$ cat src/hdl/rxrc_consts.svh
// Register offset, field positions and reset values of the receive read configuration
`ifndef RXRC_CONSTS_SVH
`define RXRC_CONSTS_SVH
`define RXRC_ADDR_W        8
`define RXRC_CFG_OFFSET    8'h6c
`define RXRC_EA_HI         31
`define RXRC_EA_LO         30
`define RXRC_CNT_HI        27
`define RXRC_CNT_LO        16
`define RXRC_FLUSH_BIT     15
`define RXRC_OFF_HI        12
`define RXRC_OFF_LO        8
`define RXRC_OFF_DW_LO     10
`define RXRC_CNT_W         12
`define RXRC_OFF_W         5
`define RXRC_EA_RST        2'h0
`define RXRC_CNT_RST       12'h000
`define RXRC_OFF_RST       5'h00
`define RXRC_CNT_ONE       12'h001
`define RXRC_PAD_CNT_W     3
`define RXRC_PAD_NONE      3'h0
`define RXRC_PAD_ONE       3'h1
`define RXRC_POS_MASK_16B  3'h3
`define RXRC_POS_MASK_32B  3'h7
`endif

$ cat src/hdl/rxrc_pkg.sv
// Types for the receive read configuration block
package rxrc_pkg;
  typedef enum logic [1:0] {
    RXRC_ALIGN_4B,
    RXRC_ALIGN_16B,
    RXRC_ALIGN_32B,
    RXRC_ALIGN_RSVD
  } rxrc_align_t;
  typedef enum logic {
    RXRC_ST_DATA,
    RXRC_ST_PAD
  } rxrc_state_t;
endpackage

$ cat src/hdl/rxrc_pad_unit.sv
// End-of-buffer padding sequencer for receive data reads
`timescale 1ns/1ns
`include "rxrc_consts.svh"
module rxrc_pad_unit
  import rxrc_pkg::*;
(
  input  wire logic        clk_i,
  input  wire logic        reset_i,
  input  wire logic [1:0]  align_i,
  input  wire logic        last_dw_i,
  input  wire logic        read_i,
  output logic             pad_active_o,
  output logic [2:0]       pad_left_o
);
  // ----------------------------------------------------------------
  // Filler count after last data word
  // ----------------------------------------------------------------
  rxrc_state_t                   state_r;
  rxrc_state_t                   state_nxt;
  logic [`RXRC_PAD_CNT_W-1:0]    dw_pos_r;
  logic [`RXRC_PAD_CNT_W-1:0]    dw_pos_nxt;
  logic [`RXRC_PAD_CNT_W-1:0]    pad_r;
  logic [`RXRC_PAD_CNT_W-1:0]    pad_nxt;
  logic [`RXRC_PAD_CNT_W-1:0]    pos_mask;
  logic [`RXRC_PAD_CNT_W-1:0]    pos_after;
  logic [`RXRC_PAD_CNT_W-1:0]    fill_need;

  function automatic logic [`RXRC_PAD_CNT_W-1:0] align_dw(input logic [1:0] a);
    case (rxrc_align_t'(a))
      RXRC_ALIGN_16B: align_dw = `RXRC_POS_MASK_16B;
      RXRC_ALIGN_32B: align_dw = `RXRC_POS_MASK_32B;
      default:        align_dw = `RXRC_PAD_NONE;
    endcase
  endfunction

  assign pos_mask  = align_dw(align_i);
  assign pos_after = (dw_pos_r + `RXRC_PAD_ONE) & pos_mask;
  assign fill_need = (`RXRC_PAD_NONE - pos_after) & pos_mask;

  always_comb begin
    state_nxt  = state_r;
    dw_pos_nxt = dw_pos_r;
    pad_nxt    = pad_r;
    case (state_r)
      RXRC_ST_DATA: begin
        if (read_i) begin
          if (last_dw_i) begin
            dw_pos_nxt = `RXRC_PAD_NONE;
            pad_nxt    = fill_need;
            if (fill_need != `RXRC_PAD_NONE) begin
              state_nxt = RXRC_ST_PAD;
            end
          end else begin
            dw_pos_nxt = pos_after;
          end
        end
      end
      RXRC_ST_PAD: begin
        if (read_i) begin
          pad_nxt = pad_r - `RXRC_PAD_ONE;
          if (pad_r == `RXRC_PAD_ONE) begin
            state_nxt = RXRC_ST_DATA;
          end
        end
      end
      default: state_nxt = RXRC_ST_DATA;
    endcase
  end

  always_ff @(posedge clk_i) begin
    if (reset_i) begin
      state_r  <= RXRC_ST_DATA;
      dw_pos_r <= `RXRC_PAD_NONE;
      pad_r    <= `RXRC_PAD_NONE;
    end else begin
      state_r  <= state_nxt;
      dw_pos_r <= dw_pos_nxt;
      pad_r    <= pad_nxt;
    end
  end

  assign pad_active_o = (state_r == RXRC_ST_PAD);
  assign pad_left_o   = pad_r;
endmodule

$ cat src/hdl/rxrc_top.sv
// Receive FIFO read configuration register and read-path control
`timescale 1ns/1ns
`include "rxrc_consts.svh"
module rxrc_top
  import rxrc_pkg::*;
(
  input  wire logic                   CLK_I,
  input  wire logic                   RESET_I,
  input  wire logic [`RXRC_ADDR_W-1:0] ADDR_I,
  input  wire logic                   WR_I,
  input  wire logic                   RD_I,
  input  wire logic [31:0]            WDATA_I,
  output logic      [31:0]            RDATA_O,
  input  wire logic                   RXD_READ_I,
  input  wire logic                   RXD_LAST_DW_I,
  input  wire logic                   RXD_INT_EN_I,
  input  wire logic                   RXD_INT_CLR_I,
  output logic                        RXD_INT_STS_O,
  output logic                        IRQ_O,
  output logic                        RX_FLUSH_O,
  output logic                        PAD_DW_O,
  output logic [1:0]                  END_ALIGN_O,
  output logic [4:0]                  LEAD_OFFSET_O,
  output logic [11:0]                 COUNT_O
);
  // ----------------------------------------------------------------
  // Register decode
  // ----------------------------------------------------------------
  logic [1:0]              rx_end_pad_align_r;
  logic [`RXRC_CNT_W-1:0]  rx_dword_countdown_r;
  logic [`RXRC_CNT_W-1:0]  cnt_nxt;
  logic [`RXRC_OFF_W-1:0]  rx_lead_byte_offset_r;
  logic [`RXRC_OFF_W-1:0]  off_applied_r;
  logic                    flush_r;
  logic                    sts_r;
  logic                    sts_nxt;
  logic [31:0]             rdata_r;
  logic [31:0]             cfg_view;
  logic                    sel;
  logic                    wr_cfg;
  logic                    rd_cfg;
  logic                    data_read;
  logic                    pad_active;
  logic                    reach_zero;

  assign sel       = (ADDR_I == `RXRC_CFG_OFFSET);
  assign wr_cfg    = sel & WR_I;
  assign rd_cfg    = sel & RD_I;
  assign data_read = RXD_READ_I & ~pad_active;

  assign cfg_view = {rx_end_pad_align_r, 2'h0, rx_dword_countdown_r, 3'h0,
                     rx_lead_byte_offset_r, 8'h00};

  // ----------------------------------------------------------------
  // Countdown and interrupt
  // ----------------------------------------------------------------
  assign cnt_nxt = wr_cfg ? WDATA_I[`RXRC_CNT_HI:`RXRC_CNT_LO]
                 : (data_read && rx_dword_countdown_r != `RXRC_CNT_RST)
                   ? rx_dword_countdown_r - `RXRC_CNT_ONE : rx_dword_countdown_r;
  assign reach_zero = ~wr_cfg & data_read & (rx_dword_countdown_r == `RXRC_CNT_ONE);
  assign sts_nxt    = reach_zero | (sts_r & ~RXD_INT_CLR_I);

  always_ff @(posedge CLK_I) begin
    if (RESET_I) begin
      rx_dword_countdown_r <= `RXRC_CNT_RST;
      sts_r                <= 1'b0;
    end else begin
      rx_dword_countdown_r <= cnt_nxt;
      sts_r                <= sts_nxt;
    end
  end

  // ----------------------------------------------------------------
  // Alignment, offset, flush
  // ----------------------------------------------------------------
  always_ff @(posedge CLK_I) begin
    if (RESET_I) begin
      rx_end_pad_align_r    <= `RXRC_EA_RST;
      rx_lead_byte_offset_r <= `RXRC_OFF_RST;
      flush_r               <= 1'b0;
    end else begin
      flush_r <= wr_cfg & WDATA_I[`RXRC_FLUSH_BIT];
      if (wr_cfg) begin
        rx_end_pad_align_r    <= WDATA_I[`RXRC_EA_HI:`RXRC_EA_LO];
        rx_lead_byte_offset_r <= WDATA_I[`RXRC_OFF_HI:`RXRC_OFF_LO];
      end
    end
  end

  // Applied offset follows register at next data read or flush
  always_ff @(posedge CLK_I) begin
    if (RESET_I) begin
      off_applied_r <= `RXRC_OFF_RST;
    end else if (data_read || flush_r) begin
      off_applied_r <= rx_lead_byte_offset_r;
    end
  end

  always_ff @(posedge CLK_I) begin
    if (RESET_I) begin
      rdata_r <= 32'h0000_0000;
    end else if (rd_cfg) begin
      rdata_r <= cfg_view;
    end else begin
      rdata_r <= 32'h0000_0000;
    end
  end

  // ----------------------------------------------------------------
  // Padding sequencer
  // ----------------------------------------------------------------
  rxrc_pad_unit u_pad (
    .clk_i        (CLK_I),
    .reset_i      (RESET_I | flush_r),
    .align_i      (rx_end_pad_align_r),
    .last_dw_i    (RXD_LAST_DW_I),
    .read_i       (RXD_READ_I),
    .pad_active_o (pad_active),
    .pad_left_o   ()
  );

  assign RDATA_O       = rdata_r;
  assign RXD_INT_STS_O = sts_r;
  assign IRQ_O         = sts_r & RXD_INT_EN_I;
  assign RX_FLUSH_O    = flush_r;
  assign PAD_DW_O      = pad_active;
  assign END_ALIGN_O   = rx_end_pad_align_r;
  assign LEAD_OFFSET_O = off_applied_r;
  assign COUNT_O       = rx_dword_countdown_r;
endmodule

$ cat config.mk
export PLATFORM = sky130hd
export DESIGN_NAME = rxrc_top
export DESIGN_NICKNAME = d
export VERILOG_FILES = /design/src/hdl/rxrc_pkg.sv /design/src/hdl/rxrc_pad_unit.sv /design/src/hdl/rxrc_top.sv
export VERILOG_INCLUDE_DIRS = /design/src /design/src/hdl
export SDC_FILE = /design/constraint.sdc
export NUM_CORES = 1
export LEC_CHECK = 0
export CAP_MARGIN = 20
export CELL_PAD_IN_SITES_DETAIL_PLACEMENT = 1
export CELL_PAD_IN_SITES_GLOBAL_PLACEMENT = 1
export CORE_MARGIN = 2
export CORE_UTILIZATION = 40
export CTS_BUF_LIST = sky130_fd_sc_hd__clkbuf_4
export DETAILED_ROUTE_END_ITERATION = 12
export DONT_BUFFER_PORTS = 1
export GPL_TIMING_DRIVEN = 0
export MAX_ROUTING_LAYER = met4
export PLACE_DENSITY_LB_ADDON = 0.1
export RECOVER_POWER = 50
export SYNTH_ARGS = -nofsm -noshare
export SYNTH_HDL_FRONTEND = slang
export SYNTH_SLANG_ARGS = --single-unit
$ cat constraint.sdc
create_clock -name CLK_I -period 5.2 [get_ports CLK_I]
set_input_delay 1.04 -clock CLK_I [delete_from_list [all_inputs] [get_ports CLK_I]]
set_output_delay 1.04 -clock CLK_I [all_outputs]
set_load 0.02 [all_outputs]
==> results of run 1 <==
[final cells by class]
class | instances | area (um^2) | share of cell area (%)
Inverter | 7 | 26.3 | 1.01
Clock inverter | 3 | 17.5 | 0.672
Sequential cell | 52 | 1040 | 39.9
Tap cell | 75 | 93.8 | 3.60
Buffer | 26 | 185 | 7.11
Clock buffer | 5 | 37.5 | 1.44
Multi-Input combinational cell | 191 | 1200 | 46.2
[layout by cell type, fill, tap and decap left out, drive strengths merged, types with 4 or more instances in the layout]
| cell | n |
|---|---|
| clkbuf | 17 |
| o31ai | 4 |
| o21ai | 12 |
| a311oi | 10 |
| and2 | 21 |
| or3 | 8 |
| nand2b | 4 |
| inv | 8 |
| nand2 | 25 |
| ha | 8 |
| conb | 13 |
| nor3 | 5 |
| nand3 | 6 |
| nor2 | 17 |
| nor4 | 4 |
| a21oi | 19 |
| buf | 13 |
| dfxtp | 52 |
| or4 | 4 |
[routing by layer]
metal,global-route usage [%],up-vias
met4,5.83,0
met3,4.73,8
met1,22.5,920
met2,30.9,64
li1,-,947
met5,-,-
[synth_stat cells (2+ instances only)]
cell type  count
nor4bb_1       3
clkbuf_8       3
dfxtp_1       52
inv_1          7
o21ai_0       10
or4b_1         2
nor2_1        17
nor3_1         3
o31ai_1        4
o41ai_1        2
o21ai_1        2
a211oi_1       2
nand3b_1       2
a21oi_1       19
buf_4         13
or4_1          3
a311oi_1      10
or3_1          7
nand2_1       25
ha_1           8
or2_2          3
nor2b_1        3
and2_1        20
nor4_1         3
nand2b_1       4
clkbuf_1       8
and3_1         2
nand3_1        6
[flip-flops by register name, summed over array words and instances (netlist names)]
signal                 count
u_pad.dw_pos_r             3
RX_FLUSH_O                 1
END_ALIGN_O                2
RXD_INT_STS_O              1
u_pad.pad_active_o         1
LEAD_OFFSET_O              5
RDATA_O                   19
COUNT_O                   12
u_pad.pad_left_o           3
rx_lead_byte_offset_r      5
[worst max-delay path: stages]
cell	delay [ns]
nor4bb_1	0.38
and4_1	0.28
clkbuf_1	0.35
clkbuf_1	0.49
and2_2	0.23
[metrics by stage]
stage	util [%]	power [uW]	hold slack [ns]	instance area [um^2]
5_1_grt	44.3	1220	0.509	2610
2_1_floorplan	-	875	0.439	2460
6_report	44.3	1140	0.482	2610
3_3_place_gp	43.4	965	0.457	2550
3_5_place_dp	43.4	975	0.459	2550
4_1_cts	44.3	1160	0.484	2610
[cells by family (layout without fill, tap and decap cells)]
logic type | Yosys count | in the layout | synth area share [%]
flops | 52 | 52 | 43.1
fa+ha+maj | 8 | 8 | 4.15
xor+xnor | 1 | 1 | 0.933
simple gates | 115 | 115 | 28.6
buf+inv | 33 | 41 | 8.81
other cells | 1 | 13 | 0.155
compound gates | 54 | 54 | 14.2
[final timing paths]
| check | start | to | slack [ns] | depth (start not counted) |
|---|---|---|---|---|
| worst max-delay path | ADDR_I[1] | RDATA_O[22] | 2.75 | 5 |
| worst min-delay path | rx_lead_byte_offset_r[3] | rx_lead_byte_offset_r[3] | 0.48 | 2 |
| worst max register to register | COUNT_O[0] | COUNT_O[6] | 2.94 | 6 |
| worst min register to register | rx_lead_byte_offset_r[3] | rx_lead_byte_offset_r[3] | 0.48 | 2 |
[power by group through the flow]
stage               clock, uW  sequential, uW  combinational (uW)
finish                    183             573                 389
global route              206             588                 426
CTS                       191             576                 390
detailed placement          0             585                 389
global placement            0             582                 382
floorplan                   0             555                 319
==> flow_summary.toml, run 1 <==
[synthesis]
netlist_area_um2 = 2410
yosysWarnings = 0
synth_edf_count = 0
synth-seq-cells = 52
synth_top_area_share_pct = 43.1
synth_largest_area_cell = "dfxtp_1"
synth.distinct_cells = 49
synth_top_flop_cell = "dfxtp_1"
syn_area_per_cell_um2 = 9.14
async_flop_share_pct = 0
yosysSeqAreaShare_pct = 43.1
synthCells = 264
synth_area_leaders = "dfxtp_1, and2_1, ha_1"

[detailed_routing]
vias = 1939
ant_nets = 0
avgViaCountPerCell = 5.40
wl_met3_um = 404
wl_per_cell_um = 16.7
highest_layer = "met4"
drtIter0Drc = 77
wl_um = 5990
wl_met2_um = 2850
met1_length_um = 2660
drt_pass1_iterations = 4
drc = 0

[placed_design]
portBuffers = 0
place_ws_ns = 2.36
hpwl_um = 4490
gp_congestion = 0.792
placed_cells = 351

[finish]
stdcell_count = 359
drive_gt1_share_pct = 12.0
nets = 339
fillers = 697
syn_to_final_growth_pct = 7.98
diodes = 0

[sta]
setup_violations = 0
finalCriticalPeriod_ns = 2.45
fin_setup_tns_ns = 0
rsz0062_at_grt = "false"
min_period_over_period_pct = 47.2
hold_viol = 0
finClkSkew_ns = 0.00834
setup_ws_ns = 2.75
tightest_slew_ns = 0.557
slew_viol_final = 0
relSlewSlack_pct = 62.9
clock.fmax_mhz = 408

[cts]
clk_latency_ns = 0.37
cts_resized = 0
post_cts_buffers = 0
cts-buffers-inserted = 5
tritoncts = "done"
cts-root-buf = "clkbuf_4"
clk_path_buf_depth = 2
cts_max_level = 2
ctsHoldBuffers = 0
clkSinkCount = 52
clk_pin_slew_ns = 0.15

[setup_path]
startpoint_type = "input pin"
critPathCaptureType = "flop"
arrival_ns = 2.78
crit_fanout = 10
required_ns = 5.52
worstSetupPathType = "input pin to flop"

[global_routing]
overflow = 0
antenna_found_initial = 0
first_global_vias = 1840
grtUsageTotal_pct = 18.7
grt_max_degree = 17
grt_first_pass_wirelength_um = 9240

[power]
leakage_uw = 0.000984
power_frac_comb_pct = 34.0
powerDensity_nw_per_um2 = 439
ir_drop_v = 0.000222
p_sw_uw = 484
p_int_uw = 661
power_frac_clock_pct = 16.0
swShare_pct = 42.3
seq_power_share_pct = 50.1

[floorplanning]
die_area_um2 = 6670
start_util_pct = 41.0
placementRows = 28
dieHeight_um = 81.7
dieWidth_um = 81.7
coreArea_um2 = 5890
ioPinCount = 103

[status]
status = "complete, no violations"

[run]
cap_violations = 0

[min_path]
hp-class = "flop to flop"
Power figures use the tool's default switching activity.
==> run 2, diff against run 1 <==
Clock period 5.2 ns to 2.2 ns, I/O delays scaled along.
==> flow_summary.toml, run 2 (synthesis gave the netlist of run 1 again) <==
[cts]
clkSinkCount = 52
clk_pin_slew_ns = 0.15
cts_max_level = 2
clk_latency_ns = 0.37
clk_path_buf_depth = 2
post_cts_buffers = 0
tritoncts = "done"
cts-root-buf = "clkbuf_4"
cts-buffers-inserted = 5

[setup_path]
worstSetupPathType = "flop to flop"
slowest_delay_ns = 0.42
r2r_end = "u_pad.pad_left_o[2]"
path_cells = "inv_1, ha_1, or2_2, ha_1, xnor3_1, nand3b_1, a21o_1, a21oi_1"
crit_fanout = 5
startpoint_type = "flop"
slowest_stage = "dfxtp_4"
arrival_ns = 2.33
rr_worst_depth = 8
crit_top_cell = "ha_1"
rrSetupSlack_ns = 0.13
critPathCaptureType = "flop"
r2r-start = "END_ALIGN_O[0]"
required_ns = 2.46

[sta]
fin_setup_tns_ns = 0
clock.fmax_mhz = 484
finClkSkew_ns = 0.00669
setup_violations = 0
hold_viol = 0
tightest_slew_ns = 0.577
finalCriticalPeriod_ns = 2.07
hold_ws_ns = 0.180
min_period_over_period_pct = 94.0
relSlewSlack_pct = 61.5
slew_viol_final = 0
setup_ws_ns = 0.132

[placed_design]
place_ws_ns = -0.0365
portBuffers = 0
hpwl_um = 4490
gp_congestion = 0.792
placed_area_um2 = 2550

[power]
finalPower_uw = 2760
ir_drop_v = 0.000522
leakage_uw = 0.000992
powerDensity_nw_per_um2 = 1050

[global_routing]
grt_busiest_layer = "met2"
overflow = 0
first_global_vias = 1840
use_met3_pct = 4.73
grtUsageTotal_pct = 18.7
grt_first_pass_wirelength_um = 9240
grtUsageMet1_pct = 22.6
grt_max_degree = 17
antenna_found_initial = 0
use_met2_pct = 30.9

[detailed_routing]
drt_pass1_iterations = 4
vias = 1942
avgViaCountPerCell = 5.39
drc = 0
drtIter0Drc = 84
wl_per_cell_um = 16.7
ant_nets = 0
wl_um = 6020

[finish]
nets = 340
drive_gt1_share_pct = 14.0
final_cell_mix = "dfxtp_1, nand2_1, a21oi_1, and2_1, nor2_1"
syn_to_final_growth_pct = 8.97
layout_commonest_cell = "dfxtp_1"
final_area_um2 = 2630
diodes = 0
largest_reg_flops = 19

[status]
status = "complete, no violations"

[floorplanning]
dieWidth_um = 81.7
start_util_pct = 41.0
ioPinCount = 103
placementRows = 28
die_area_um2 = 6670
coreArea_um2 = 5890
dieHeight_um = 81.7

[min_path]
min_from = "WDATA_I[30]"
min_path_cells = 2
hp-class = "input pin to flop"
hold_end = "END_ALIGN_O[0]"

[run]
cap_violations = 0
-- run 2: cell types whose count changed in the layout (fill, tap and decap cells not counted) --
cell      delta
clkbuf_1     -1
dfxtp_1      -4
nor3_2       +1
and2_0       +1
clkbuf_2     +1
and2_1       -1
dfxtp_4      +3
dfxtp_2      +1
-- run 2: area by class of cell --
| cell class | count | area (um^2) |
|---|---|---|
| Inverter | 7 | 26.3 |
| Fill cell | 701 | 3260 |
| Buffer | 26 | 186 |
| Sequential cell | 52 | 1050 |
| Clock buffer | 5 | 37.5 |
| Tap cell | 75 | 93.8 |
| Clock inverter | 3 | 17.5 |
| Multi-Input combinational cell | 192 | 1210 |
-- run 2: worst max-delay path by stage --
stage	start	endpoint	slack, ns	depth (start not counted)
after global placement	ADDR_I[1]	RDATA_O[22]	-0.02	5
final	END_ALIGN_O[0]	u_pad.pad_left_o[2]	0.13	8
after global routing	COUNT_O[1]	COUNT_O[6]	-0.006	6
after detailed placement	ADDR_I[4]	RDATA_O[22]	-0.04	5
after CTS	END_ALIGN_O[1]	u_pad.pad_left_o[2]	0.06	7
after floorplan	END_ALIGN_O[0]	u_pad.pad_left_o[2]	0.18	8
-- run 2: power breakdown --
group / switching [uW] / leakage (uW) / total, uW / internal, uW
logic: 545 / 0.000536 / 960 / 415
clock network: 312 / 0.0000330 / 436 / 124
registers: 317 / 0.000423 / 1370 / 1050
total: 1170 / 0.000992 / 2760 / 1590
-- run 2: through the flow --
stage | util (%) | std cells
after floorplan | - | 276
after global placement | 43.4 | 351
after detailed placement | 43.4 | 351
after CTS | 44.4 | 359
after global routing | 44.7 | 360
final | 44.7 | 360
-- run 2: repair_timing --
item | CTS | global route
resized for setup | 3 | 4
pin swaps | 0 | 1
setup endpoints to repair | 7 | 4
cloned | 0 | 1
hold buffers | 0 | 0
-- run 2: layer usage --
layer,routed length (um),share of wire [%],vias to the layer above
met4,79,1.3,0
li1,-,-,954
met3,404,6.7,8
met5,0,0,-
met2,2860,48,62
met1,2670,44,918
-- run 2: critical path, delay by kind of cell, from the launching register on --
kind	cells	cell delay [ns]
AOI/OAI and AO/OA	2	0.16
xor gates and xnor gates	1	0.36
adders and majority gates	2	0.55
buffers and inverters	1	0.05
DFF	1	0.42
and+or+nand+nor	2	0.42
